### config.mk
export PLATFORM = sky130hd
export DESIGN_NAME = bmss_sequencer
export DESIGN_NICKNAME = d
export VERILOG_FILES = /design/src/hw/bmss_sequencer.v /design/src/hw/bmss_dem_ctl.v /design/src/hw/bmss_pg_cnt.v
export VERILOG_INCLUDE_DIRS = /design/src /design/src/hw
export SDC_FILE = /design/constraint.sdc
export NUM_CORES = 1
export LEC_CHECK = 0
export ABC_CLOCK_PERIOD_IN_PS = 1900
export BUFFER_PORTS_ARGS = -buffer_cell sky130_fd_sc_hd__buf_2
export CAP_MARGIN = 25
export CELL_PAD_IN_SITES_DETAIL_PLACEMENT = 2
export CELL_PAD_IN_SITES_GLOBAL_PLACEMENT = 2
export CORE_ASPECT_RATIO = 1.5
export CORE_MARGIN = 2
export CORE_UTILIZATION = 26
export DETAILED_ROUTE_END_ITERATION = 10
export GPL_ROUTABILITY_DRIVEN = 0
export PLACE_DENSITY = 0.83
export SLEW_MARGIN = 20
export SYNTH_ARGS = -nofsm -noshare
export SYNTH_HDL_FRONTEND = slang
export SYNTH_SLANG_ARGS = --single-unit
### constraint.sdc
create_clock -name clock_i -period 1.9 [get_ports clock_i]
set_input_delay 0.38 -clock clock_i [delete_from_list [all_inputs] [get_ports clock_i]]
set_output_delay 0.38 -clock clock_i [all_outputs]
set_load 0.02 [all_outputs]
### src/hw/bmss_consts.vh
// Purpose: shared constants of the buck mode and start-up sequencer
// Assumes: 20 MHz system clock, 50 ns period
// Notes: apb byte offsets, field positions and timing figures
`ifndef BMSS_CONSTS_VH
`define BMSS_CONSTS_VH

`define BMSS_CLK_HZ 20000000
`define BMSS_START_DLY_US 100
`define BMSS_START_DLY_CYC ((`BMSS_START_DLY_US * `BMSS_CLK_HZ) / 1000000)
`define BMSS_PG_CYCLES 6
`define BMSS_DEM_ENTRY 8
`define BMSS_VID_W 5
`define BMSS_VID_SUSP_BIT 4

`define BMSS_ADDR_W 12
`define BMSS_OFS_CTRL 12'h000
`define BMSS_OFS_STATUS 12'h004
`define BMSS_OFS_IRQ_STAT 12'h008
`define BMSS_OFS_IRQ_MASK 12'h00c
`define BMSS_OFS_SET_PT 12'h010

`define BMSS_CTRL_W 2
`define BMSS_CTRL_RST 2'h0
`define BMSS_CTRL_FORCE_CCM 0
`define BMSS_CTRL_SHUTDOWN 1

`define BMSS_IRQ_W 4
`define BMSS_IRQ_POWER_GOOD_OUT 0
`define BMSS_IRQ_DEM_IN 1
`define BMSS_IRQ_DEM_OUT 2
`define BMSS_IRQ_FAULT 3

`define BMSS_RAMP_W 16
`define BMSS_RAMP_STEP 16'h0001
`define BMSS_ZERO32 32'h00000000

`endif

### src/hw/bmss_sequencer.v
// Purpose: buck mode and start-up sequencer with apb registers
// Assumes: all pins synchronous to clock_i; analog comparisons arrive as flags
// Notes: soft-start ramp is a digital set-point counter
//
// Decided for this implementation: register access over APB and the placing of the registers.
`include "bmss_consts.vh"
module bmss_sequencer #(
    parameter START_DLY_CYC = `BMSS_START_DLY_CYC
) (
    input wire clock_i,
    input wire resetn_i,
    input wire supply_por_ok_i,
    input wire converter_enable_in_i,
    input wire [`BMSS_VID_W-1:0] voltage_id_code_i,
    input wire force_diode_emul_pin_i,
    input wire audio_filter_enable_pin_i,
    input wire pwm_pulse_i,
    input wire low_side_gate_rise_i,
    input wire phase_positive_i,
    input wire vout_in_window_i,
    input wire severe_overvoltage_level_i,
    input wire psel_i,
    input wire penable_i,
    input wire pwrite_i,
    input wire [`BMSS_ADDR_W-1:0] paddr_i,
    input wire [31:0] pwdata_i,
    output wire [31:0] prdata_o,
    output wire pready_o,
    output wire pslverr_o,
    output wire power_good_out_o,
    output wire power_good_out_oe_n_o,
    output wire converter_active_o,
    output wire low_side_sync_en_o,
    output wire diode_emulation_state_o,
    output wire window_boost_o,
    output wire audio_filter_on_o,
    output wire [`BMSS_VID_W-1:0] target_code_o,
    output wire [`BMSS_RAMP_W-1:0] ramp_level_o,
    output wire irq_o
);
    localparam S_OFF = 5'b00001;
    localparam S_DELAY = 5'b00010;
    localparam S_RAMP = 5'b00100;
    localparam S_RUN = 5'b01000;
    localparam S_FAULT = 5'b10000;

    reg [4:0] state_ff;
    reg [4:0] nxt_state;
    reg [23:0] dly_ff;
    reg [`BMSS_RAMP_W-1:0] ramp_ff;
    reg [`BMSS_VID_W-1:0] code_ff;
    reg [`BMSS_CTRL_W-1:0] ctrl_ff;
    reg [`BMSS_IRQ_W-1:0] irq_stat_ff;
    reg [`BMSS_IRQ_W-1:0] irq_mask_ff;
    reg [31:0] prdata_ff;
    reg pg_ff;
    reg dem_ff;
    reg [`BMSS_VID_W-1:0] nxt_code;
    wire pg_done;
    wire dem_raw;
    wire dem_allow;
    wire apb_acc;
    wire apb_wr;
    wire apb_rd;
    wire hit;
    wire [`BMSS_IRQ_W-1:0] events;

    // suspend range is the top code bit
    function is_suspend;
        input [`BMSS_VID_W-1:0] code;
        begin
            is_suspend = code[`BMSS_VID_SUSP_BIT];
        end
    endfunction

    function addr_hit;
        input [`BMSS_ADDR_W-1:0] a;
        begin
            addr_hit = (a == `BMSS_OFS_CTRL) || (a == `BMSS_OFS_STATUS) ||
                (a == `BMSS_OFS_IRQ_STAT) || (a == `BMSS_OFS_IRQ_MASK) ||
                (a == `BMSS_OFS_SET_PT);
        end
    endfunction

    wire enabled = supply_por_ok_i && converter_enable_in_i;

    // sequencing state machine
    always @* begin
        nxt_state = state_ff;
        case (state_ff)
            S_OFF: begin
                if (enabled && !ctrl_ff[`BMSS_CTRL_SHUTDOWN]) begin
                    nxt_state = S_DELAY;
                end
            end
            S_DELAY: begin
                if (dly_ff == START_DLY_CYC - 1) begin
                    nxt_state = S_RAMP;
                end
            end
            S_RAMP: begin
                if (pg_done) begin
                    nxt_state = S_RUN;
                end
            end
            S_RUN: begin
                nxt_state = S_RUN;
            end
            S_FAULT: begin
                // only a supply cycle clears a severe overvoltage latch
                nxt_state = S_FAULT;
            end
            default: begin
                nxt_state = S_OFF;
            end
        endcase
        if (!supply_por_ok_i) begin
            nxt_state = S_OFF;
        end else if (severe_overvoltage_level_i || state_ff == S_FAULT) begin
            nxt_state = S_FAULT;
        end else if (!converter_enable_in_i || ctrl_ff[`BMSS_CTRL_SHUTDOWN]) begin
            nxt_state = S_OFF;
        end
    end

    // target code follows pins one cycle later; a new code does not restart the ramp
    always @* begin
        nxt_code = voltage_id_code_i;
    end

    always @(posedge clock_i) begin
        if (!resetn_i) begin
            state_ff <= S_OFF;
            dly_ff <= 24'h0;
            ramp_ff <= {`BMSS_RAMP_W{1'b0}};
            code_ff <= {`BMSS_VID_W{1'b0}};
            pg_ff <= 1'b0;
            dem_ff <= 1'b0;
        end else begin
            state_ff <= nxt_state;
            code_ff <= nxt_code;
            dly_ff <= (state_ff == S_DELAY) ? dly_ff + 24'h1 : 24'h0;
            if (state_ff == S_RAMP || state_ff == S_RUN) begin
                if (ramp_ff != {`BMSS_RAMP_W{1'b1}}) begin
                    ramp_ff <= ramp_ff + `BMSS_RAMP_STEP;
                end
            end else begin
                ramp_ff <= {`BMSS_RAMP_W{1'b0}};
            end
            pg_ff <= (nxt_state == S_RUN);
            dem_ff <= dem_raw;
        end
    end

    // dem permission only outside soft-start
    assign dem_allow = (state_ff == S_RUN) && !ctrl_ff[`BMSS_CTRL_FORCE_CCM] &&
        (force_diode_emul_pin_i || is_suspend(code_ff));

    bmss_pg_cnt #(
        .PG_CYCLES(`BMSS_PG_CYCLES)
    ) u_pg (
        .clock_i(clock_i),
        .resetn_i(resetn_i),
        .arm_i((state_ff == S_RAMP || state_ff == S_RUN) && vout_in_window_i),
        .cyc_i(pwm_pulse_i),
        .done_o(pg_done)
    );

    bmss_dem_ctl #(
        .ENTRY_CNT(`BMSS_DEM_ENTRY)
    ) u_dem (
        .clock_i(clock_i),
        .resetn_i(resetn_i),
        .allow_i(dem_allow),
        .lg_rise_i(low_side_gate_rise_i),
        .phase_pos_i(phase_positive_i),
        .dem_o(dem_raw)
    );

    // open drain: enable low pulls the pin low; released once good
    assign power_good_out_o = 1'b0;
    assign power_good_out_oe_n_o = pg_ff;
    assign converter_active_o = (state_ff == S_RAMP) || (state_ff == S_RUN);
    assign diode_emulation_state_o = dem_raw;
    assign low_side_sync_en_o = converter_active_o && !dem_raw;
    assign audio_filter_on_o = audio_filter_enable_pin_i;
    assign window_boost_o = dem_raw && !audio_filter_enable_pin_i;
    assign target_code_o = code_ff;
    assign ramp_level_o = ramp_ff;

    // apb slave, zero wait states
    assign apb_acc = psel_i && penable_i;
    assign apb_wr = apb_acc && pwrite_i;
    assign apb_rd = apb_acc && !pwrite_i;
    assign hit = addr_hit(paddr_i);
    assign pready_o = 1'b1;
    assign pslverr_o = apb_acc && !hit;
    assign events = {state_ff != S_FAULT && nxt_state == S_FAULT,
        dem_ff && !dem_raw, !dem_ff && dem_raw, !pg_ff && nxt_state == S_RUN};

    always @(posedge clock_i) begin
        if (!resetn_i) begin
            ctrl_ff <= `BMSS_CTRL_RST;
            irq_mask_ff <= {`BMSS_IRQ_W{1'b0}};
            irq_stat_ff <= {`BMSS_IRQ_W{1'b0}};
        end else begin
            if (apb_wr && paddr_i == `BMSS_OFS_CTRL) begin
                ctrl_ff <= pwdata_i[`BMSS_CTRL_W-1:0];
            end
            if (apb_wr && paddr_i == `BMSS_OFS_IRQ_MASK) begin
                irq_mask_ff <= pwdata_i[`BMSS_IRQ_W-1:0];
            end
            // a new event in the clearing read cycle still sets its bit
            if (apb_rd && paddr_i == `BMSS_OFS_IRQ_STAT) begin
                irq_stat_ff <= events;
            end else begin
                irq_stat_ff <= irq_stat_ff | events;
            end
        end
    end

    always @* begin
        prdata_ff = `BMSS_ZERO32;
        case (paddr_i)
            `BMSS_OFS_CTRL: prdata_ff[`BMSS_CTRL_W-1:0] = ctrl_ff;
            `BMSS_OFS_STATUS: prdata_ff[9:0] = {pg_ff, dem_raw, state_ff, 3'h0};
            `BMSS_OFS_IRQ_STAT: prdata_ff[`BMSS_IRQ_W-1:0] = irq_stat_ff;
            `BMSS_OFS_IRQ_MASK: prdata_ff[`BMSS_IRQ_W-1:0] = irq_mask_ff;
            `BMSS_OFS_SET_PT: prdata_ff[`BMSS_VID_W-1:0] = code_ff;
            default: prdata_ff = `BMSS_ZERO32;
        endcase
    end

    assign prdata_o = prdata_ff;
    assign irq_o = |(irq_stat_ff & irq_mask_ff);
endmodule

### src/hw/bmss_dem_ctl.v
// Purpose: conduction mode selection from phase-node polarity per low-side gate rise
// Assumes: pulse and polarity sampled synchronous to clock_i
// Notes: ccm in reset, during soft-start and while not allowed
`include "bmss_consts.vh"
module bmss_dem_ctl #(
    parameter ENTRY_CNT = `BMSS_DEM_ENTRY
) (
    input wire clock_i,
    input wire resetn_i,
    input wire allow_i,
    input wire lg_rise_i,
    input wire phase_pos_i,
    output wire dem_o
);
    localparam S_CCM = 2'b01;
    localparam S_DEM = 2'b10;
    reg [1:0] state_ff;
    reg [1:0] nxt_state;
    reg [3:0] cnt_ff;
    reg [3:0] nxt_cnt;

    always @* begin
        nxt_state = state_ff;
        nxt_cnt = cnt_ff;
        case (state_ff)
            S_CCM: begin
                if (!allow_i) begin
                    nxt_cnt = 4'h0;
                end else if (lg_rise_i) begin
                    if (!phase_pos_i) begin
                        nxt_cnt = 4'h0;
                    end else if (cnt_ff == ENTRY_CNT - 1) begin
                        nxt_cnt = 4'h0;
                        nxt_state = S_DEM;
                    end else begin
                        nxt_cnt = cnt_ff + 4'h1;
                    end
                end
            end
            S_DEM: begin
                // leave at once on negative phase, so next cycle is ccm
                if (!allow_i || (lg_rise_i && !phase_pos_i)) begin
                    nxt_state = S_CCM;
                    nxt_cnt = 4'h0;
                end
            end
            default: begin
                nxt_state = S_CCM;
                nxt_cnt = 4'h0;
            end
        endcase
    end

    always @(posedge clock_i) begin
        if (!resetn_i) begin
            state_ff <= S_CCM;
            cnt_ff <= 4'h0;
        end else begin
            state_ff <= nxt_state;
            cnt_ff <= nxt_cnt;
        end
    end

    assign dem_o = (state_ff == S_DEM);
endmodule

### src/hw/bmss_pg_cnt.v
// Purpose: power-good qualification counter
// Assumes: one pulse per switching cycle on cyc_i
// Notes: any loss of arm clears the count
`include "bmss_consts.vh"
module bmss_pg_cnt #(
    parameter PG_CYCLES = `BMSS_PG_CYCLES
) (
    input wire clock_i,
    input wire resetn_i,
    input wire arm_i,
    input wire cyc_i,
    output wire done_o
);
    reg [3:0] cnt_ff;
    reg done_ff;

    always @(posedge clock_i) begin
        if (!resetn_i || !arm_i) begin
            cnt_ff <= 4'h0;
            done_ff <= 1'b0;
        end else if (cyc_i && !done_ff) begin
            if (cnt_ff == PG_CYCLES - 1) begin
                done_ff <= 1'b1;
            end
            cnt_ff <= cnt_ff + 4'h1;
        end
    end

    assign done_o = done_ff;
endmodule

# [After elaboration in Yosys (flattened, before gate mapping)]
# Index checks and enable logic that the tools add are counted.
[op_classes] add_sub_neg=4 n_eq_ne=24 mux=24 bitwise=2 reduce_logical=51
[op_table] operator="2-to-1 mux 5 bit" count=7
[op_table] operator="one-hot mux 5 bit (5 select lines)" count=1
[op_table] operator="adder 24 x 1 -> 24 bit, second input constant" count=1
[op_table] operator="equality test 12 x 4 -> 1 bit, second input constant" count=2
[op_table] operator="equality test 24 x 11 -> 1 bit, second input constant" count=1
[op_table] operator="2-to-1 mux 4 bit" count=6
[op_table] operator="logical AND 1 bit" count=20
[op_table] operator="adder 16 x 1 -> 16 bit, second input constant" count=1
[op_table] operator="!= test 16 bit, second input constant" count=1
[op_table] operator="one-hot mux 2 bit (4 select lines)" count=2
[op_table] operator="zero test 1 bit" count=14
[op_table] operator="equality test 12 x 3 -> 1 bit, second input constant" count=1
[op_table] operator="equality test 12 x 5 -> 1 bit, second input constant" count=1
[op_table] operator="zero test 12 bit" count=1
[op_table] operator="equality test 5 x 4 -> 1 bit, second input constant" count=2
[op_table] operator="equality test 5 bit, second input constant" count=2
[op_table] operator="logical OR 1 bit" count=10
[op_table] operator="2-to-1 mux 2 bit" count=5
[op_table] operator="adder 4 x 1 -> 4 bit, second input constant" count=2
[op_table] operator="equality test 4 x 3 -> 1 bit, second input constant" count=2
[op_table] operator="one-hot mux 4 bit (2 select lines)" count=1
[op_table] operator="AND reduction 2 bit" count=4
[op_table] operator="!= test 2 x 1 -> 1 bit, second input constant" count=3
[op_table] operator="equality test 5 x 1 -> 1 bit, second input constant" count=1
[op_table] operator="13 further kinds" count=14
[word_totals] reg_bits=73 output_inout_bits=63 elab_cells=118

# [Logic depth before layout (Yosys ltp)]
[logic_depth] word_depth=11 ltp_mapped=7 depth_no_buf=6

# [By module]
# Synthesis repeated with hierarchy kept, for this count alone.
[hier_totals] cells_unflattened=491 hier_area_um2=3957.5
[by_module_without_submodules] mod="bmss_sequencer" instances=1 cells_per_inst=424 area_each_um2=3384.5
[by_module_without_submodules] mod="bmss_dem_ctl" instances=1 cells_per_inst=42 area_each_um2=344.1
[by_module_without_submodules] mod="bmss_pg_cnt" instances=1 cells_per_inst=25 area_each_um2=229.0

# [Worst setup path before layout]
# Ideal clock, no wire load.
[synth_path] path_kind="input to output" start="input paddr_i[1]" end="output prdata_o[3]" arrival_time_ps=1853 required_time_ps=1520 path_slack_ps=-333 path_stages=5 path_buffers=0 cell_sequence="nor4_4 -> nand3_1 -> nor4b_1 -> a22oi_1 -> o21ai_0"
[synth_between] elab_chain_len=2 word_cells_on_any_way=5 classes_between="4 x eq/ne; 1 x mux"
[synth_rtl] element="start, declared" line_no="bmss_sequencer.v:25" text="input wire [`BMSS_ADDR_W-1:0] paddr_i,"
[synth_rtl] element="equality test 12 x 5 -> 1 bit, or another cell as far along" line_no="bmss_sequencer.v:224" text="case (paddr_i)"
[synth_rtl] element="one-hot mux 2 bit (4 select lines) *" line_no="bmss_sequencer.v:224"
[synth_rtl] element="end, declared" line_no="bmss_sequencer.v:27" text="output wire [31:0] prdata_o,"
# Every way passes the cells marked *; elsewhere a longest branch is shown, timed or not.

# [Worst setup path after layout]
[layout_path] start="input paddr_i[0]" end="output prdata_o[0]"
[layout_between] elab_chain_len=2 word_cells_on_any_way=5 classes_between="3 x eq/ne; 1 x mux; 1 x reduce/logical"
[layout_rtl] element="equality test 12 x 5 -> 1 bit, or another cell as far along" line_no="bmss_sequencer.v:224"
[layout_rtl] element="one-hot mux 2 bit (4 select lines) *" line_no="bmss_sequencer.v:224"
# Marks and branches as above.

==> results.toml <==
[timing]
hold_slack_ps = 271
min_period_over_period_pct = 115
grt_setup_unrepaired = "true"
setup_ws_ps = -278
drv_slew = 0
fmax_mhz = 459
hold_viol = 0
tightest_slew_ps = 549
relSlewSlack_pct = 62.9
setup_viol = 13
min_period_ps = 2180
finClkSkew_ps = 10.1

[critical_path]
crit_path_start_kind = "primary input"
r2r_start = "ctrl_ff[0]$_SDFFE_PN0P_"
worst_path_dominant_cell_family = "simple AND/OR/NAND/NOR gates"
arrival_ps = 1800
critPathMaxFanout = 4
regToRegEndpoint = "u_dem.cnt_ff[2]$_SDFFE_PN0P_"
worst-path-buf-inv = 4
path_cells = "buf_6 > nor4_4 > buf_4 > nand4b_4 > buf_6 > nor3_4 > a221o_1 > buf_6"
crit_type = "in -> out"
end_kind = "output port"
slowest_delay_ps = 320
cp.required_ps = 1520
r2r_slack_ps = 80
slowest_stage = "nor4_4"
r2r_cells = 5
cp_common_cell = "buf_6"

[synthesis]
syn_inst = 443
yosysTopAreaCell = "dfxtp_1"
synth-edff-count = 0
yosysTopAreaCellShare_pct = 38.8
ys_types = 51
ys_ff_latch = 73
synthFlopType = "dfxtp_1"
yosysSeqAreaShare_pct = 38.8
async_flop_share_pct = 0
avgSynthCellArea_sq_um = 8.51
netlist_area_sq_um = 3770
yosys_warnings = 0
ys_top_cells_by_area = "dfxtp_1, xnor2_1, buf_4"

[layout]
diodes = 0
layout_commonest_cell = "dfxtp_1"
final_nets = 615
layout-drive-gt1-share_pct = 30.1
n_fill_cell = 1583
mostFrequentLayoutCells = "dfxtp_1, buf_2, nor2_1"
fin_util_pct = 35.9
area_growth_pct = 34.4

[clock_tree]
clk_latency_ps = 330
cts-hold-fix-buffers = 0
cts_tree = "built"
clockRootBuffer = "clkbuf_16"
clock-sinks = 73
path_clk_slew_ps = 60
cts_buffer_depth = 2
h-tree-depth = 3
cts_buffers = 9

[drt]
top_layer = "met4"
drc = 0
drt-initial-drc-count = 52
met1_length_microns = 4780
firstDrtPassIters = 4
wl_per_cell_microns = 16.5
vias = 3559
routed-wl-met3_microns = 460
ant_nets = 0
vias_per_cell = 4.78
routed_wl_microns = 12300
wl_met2_microns = 6840

[floorplan]
die_w_microns = 102
die_area_sq_um = 15500
initial_core_util_pct = 26.7
fp-row-count = 53
core_area_sq_um = 14100
die_h_microns = 152
top_level_ports = 126

[power_and_ir_drop]
power_density_nw_per_um2 = 729
pwr-share-seq_pct = 41.9
clockPowerShare_pct = 52.4
switchingPower_mw = 0.796
p_leak_nw = 1.99
switching_share_pct = 21.5
ir_drop_v = 0.000438
p_comb_share_pct = 5.7
internal-power_mw = 2.90

[global_route]
antenna_found_initial = 0
grt_pass1_wl_microns = 19800
grt_max_degree = 24
grt_usage_pct = 16.3
grt_pass1_vias = 3922
grt-ovfl-total = 0

[status]
status = "complete, but fails checks"
violations = "negative setup slack"

[placement]
port_buffers = 73
place_hpwl_microns = 8860

[job]
maxCapViolations = 0

[hold_path]
hp-start = "voltage_id_code_i[0]"
hp-class = "in -> reg"
whs_endpoint = "target_code_o[0]$_SDFF_PN0_"
whs_path_depth = 2
[per-stage QoR]
stage	cell area, sq um	power, mW	setup WS, ps	TNS [ps]	std cells
finish	5070	3.70	-278	-2600	744
global route	5070	3.83	-360	-3780	744
CTS	4970	3.73	-277	-2520	742
detailed placement	4470	1.77	-382	-4190	721
global placement	4470	1.77	-288	-3240	721
floorplan	3880	1.73	-9.83	-19.7	465
[worst max-delay path by stage]
stage,depth (start not counted),slack [ps],end,start
after floorplan,4,-10,prdata_o[0],paddr_i[8]
after global placement,8,-290,prdata_o[1],paddr_i[8]
after detailed placement,8,-380,prdata_o[0],paddr_i[8]
after CTS,8,-280,prdata_o[4],paddr_i[1]
after global routing,8,-360,prdata_o[0],paddr_i[0]
final,8,-280,prdata_o[0],paddr_i[0]
[cell usage after synthesis, types with 4 or more instances]
cell type / n
dfxtp_1: 73
nor2_1: 51
nand2_1: 32
xnor2_1: 27
buf_4: 26
nand3_1: 23
nor3_1: 21
inv_1: 15
o21ai_0: 14
and2_1: 13
clkbuf_1: 13
mux2i_1: 10
nor2b_1: 10
a21oi_1: 9
nand4_1: 7
a211oi_1: 6
nor3b_1: 6
nor4_1: 6
xor2_1: 6
a22oi_1: 5
ha_1: 5
or3_1: 5
a21boi_0: 4
nor4b_1: 4
o211a_1: 4
[logic make-up after synthesis]
group | after synthesis | synth area share [%]
AO/OA/AOI/OAI | 57 | 10.4
XOR/XNOR | 33 | 7.66
flip-flops | 73 | 38.8
AND/OR/NAND/NOR | 207 | 30.4
multiplexers | 10 | 2.65
buffers and inverters | 56 | 8.23
adder cells (fa/ha/maj) | 5 | 1.66
other | 2 | 0.199
[power by group through the flow]
stage | clock network, mW | registers, mW | logic, mW
floorplan | 0 | 1.59 | 0.145
finish | 1.94 | 1.55 | 0.212
detailed placement | 0 | 1.58 | 0.193
global route | 2.05 | 1.55 | 0.229
CTS | 1.98 | 1.55 | 0.202
global placement | 0 | 1.58 | 0.188
[area by class of cell]
class	instances	area [sq um]	share of cell area (%)
Clock buffer	11	233	4.59
Clock inverter	5	104	2.05
Inverter	15	56.3	1.11
Multi-Input combinational cell	336	2230	44.0
Sequential cell	73	1460	28.9
Tap cell	192	240	4.74
Timing Repair Buffer	112	743	14.7
[registers in the layout, summed over array words and instances, names as in the netlist]
name                   count
irq_stat_ff                4
u_pg.done_o                1
dly_ff                    24
target_code_o              5
power_good_out_oe_n_o      1
irq_mask_ff                4
dem_ff                     1
ctrl_ff                    2
u_pg.cnt_ff                4
ramp_level_o              16
u_dem.cnt_ff               4
state_ff                   5
u_dem.state_ff             2
[metal layers]
metal,track usage [%],vias to the layer above
met1,16.9,1758
met4,5.40,0
met5,0,-
li1,-,1702
met3,2.57,15
met2,32.3,84
[repair_timing]
item                       CTS  global route
resized for setup           36            20
setup buffers                5             2
setup endpoints to repair   11            28
pin swaps                    7             9
Power figures use the tool's default switching activity.
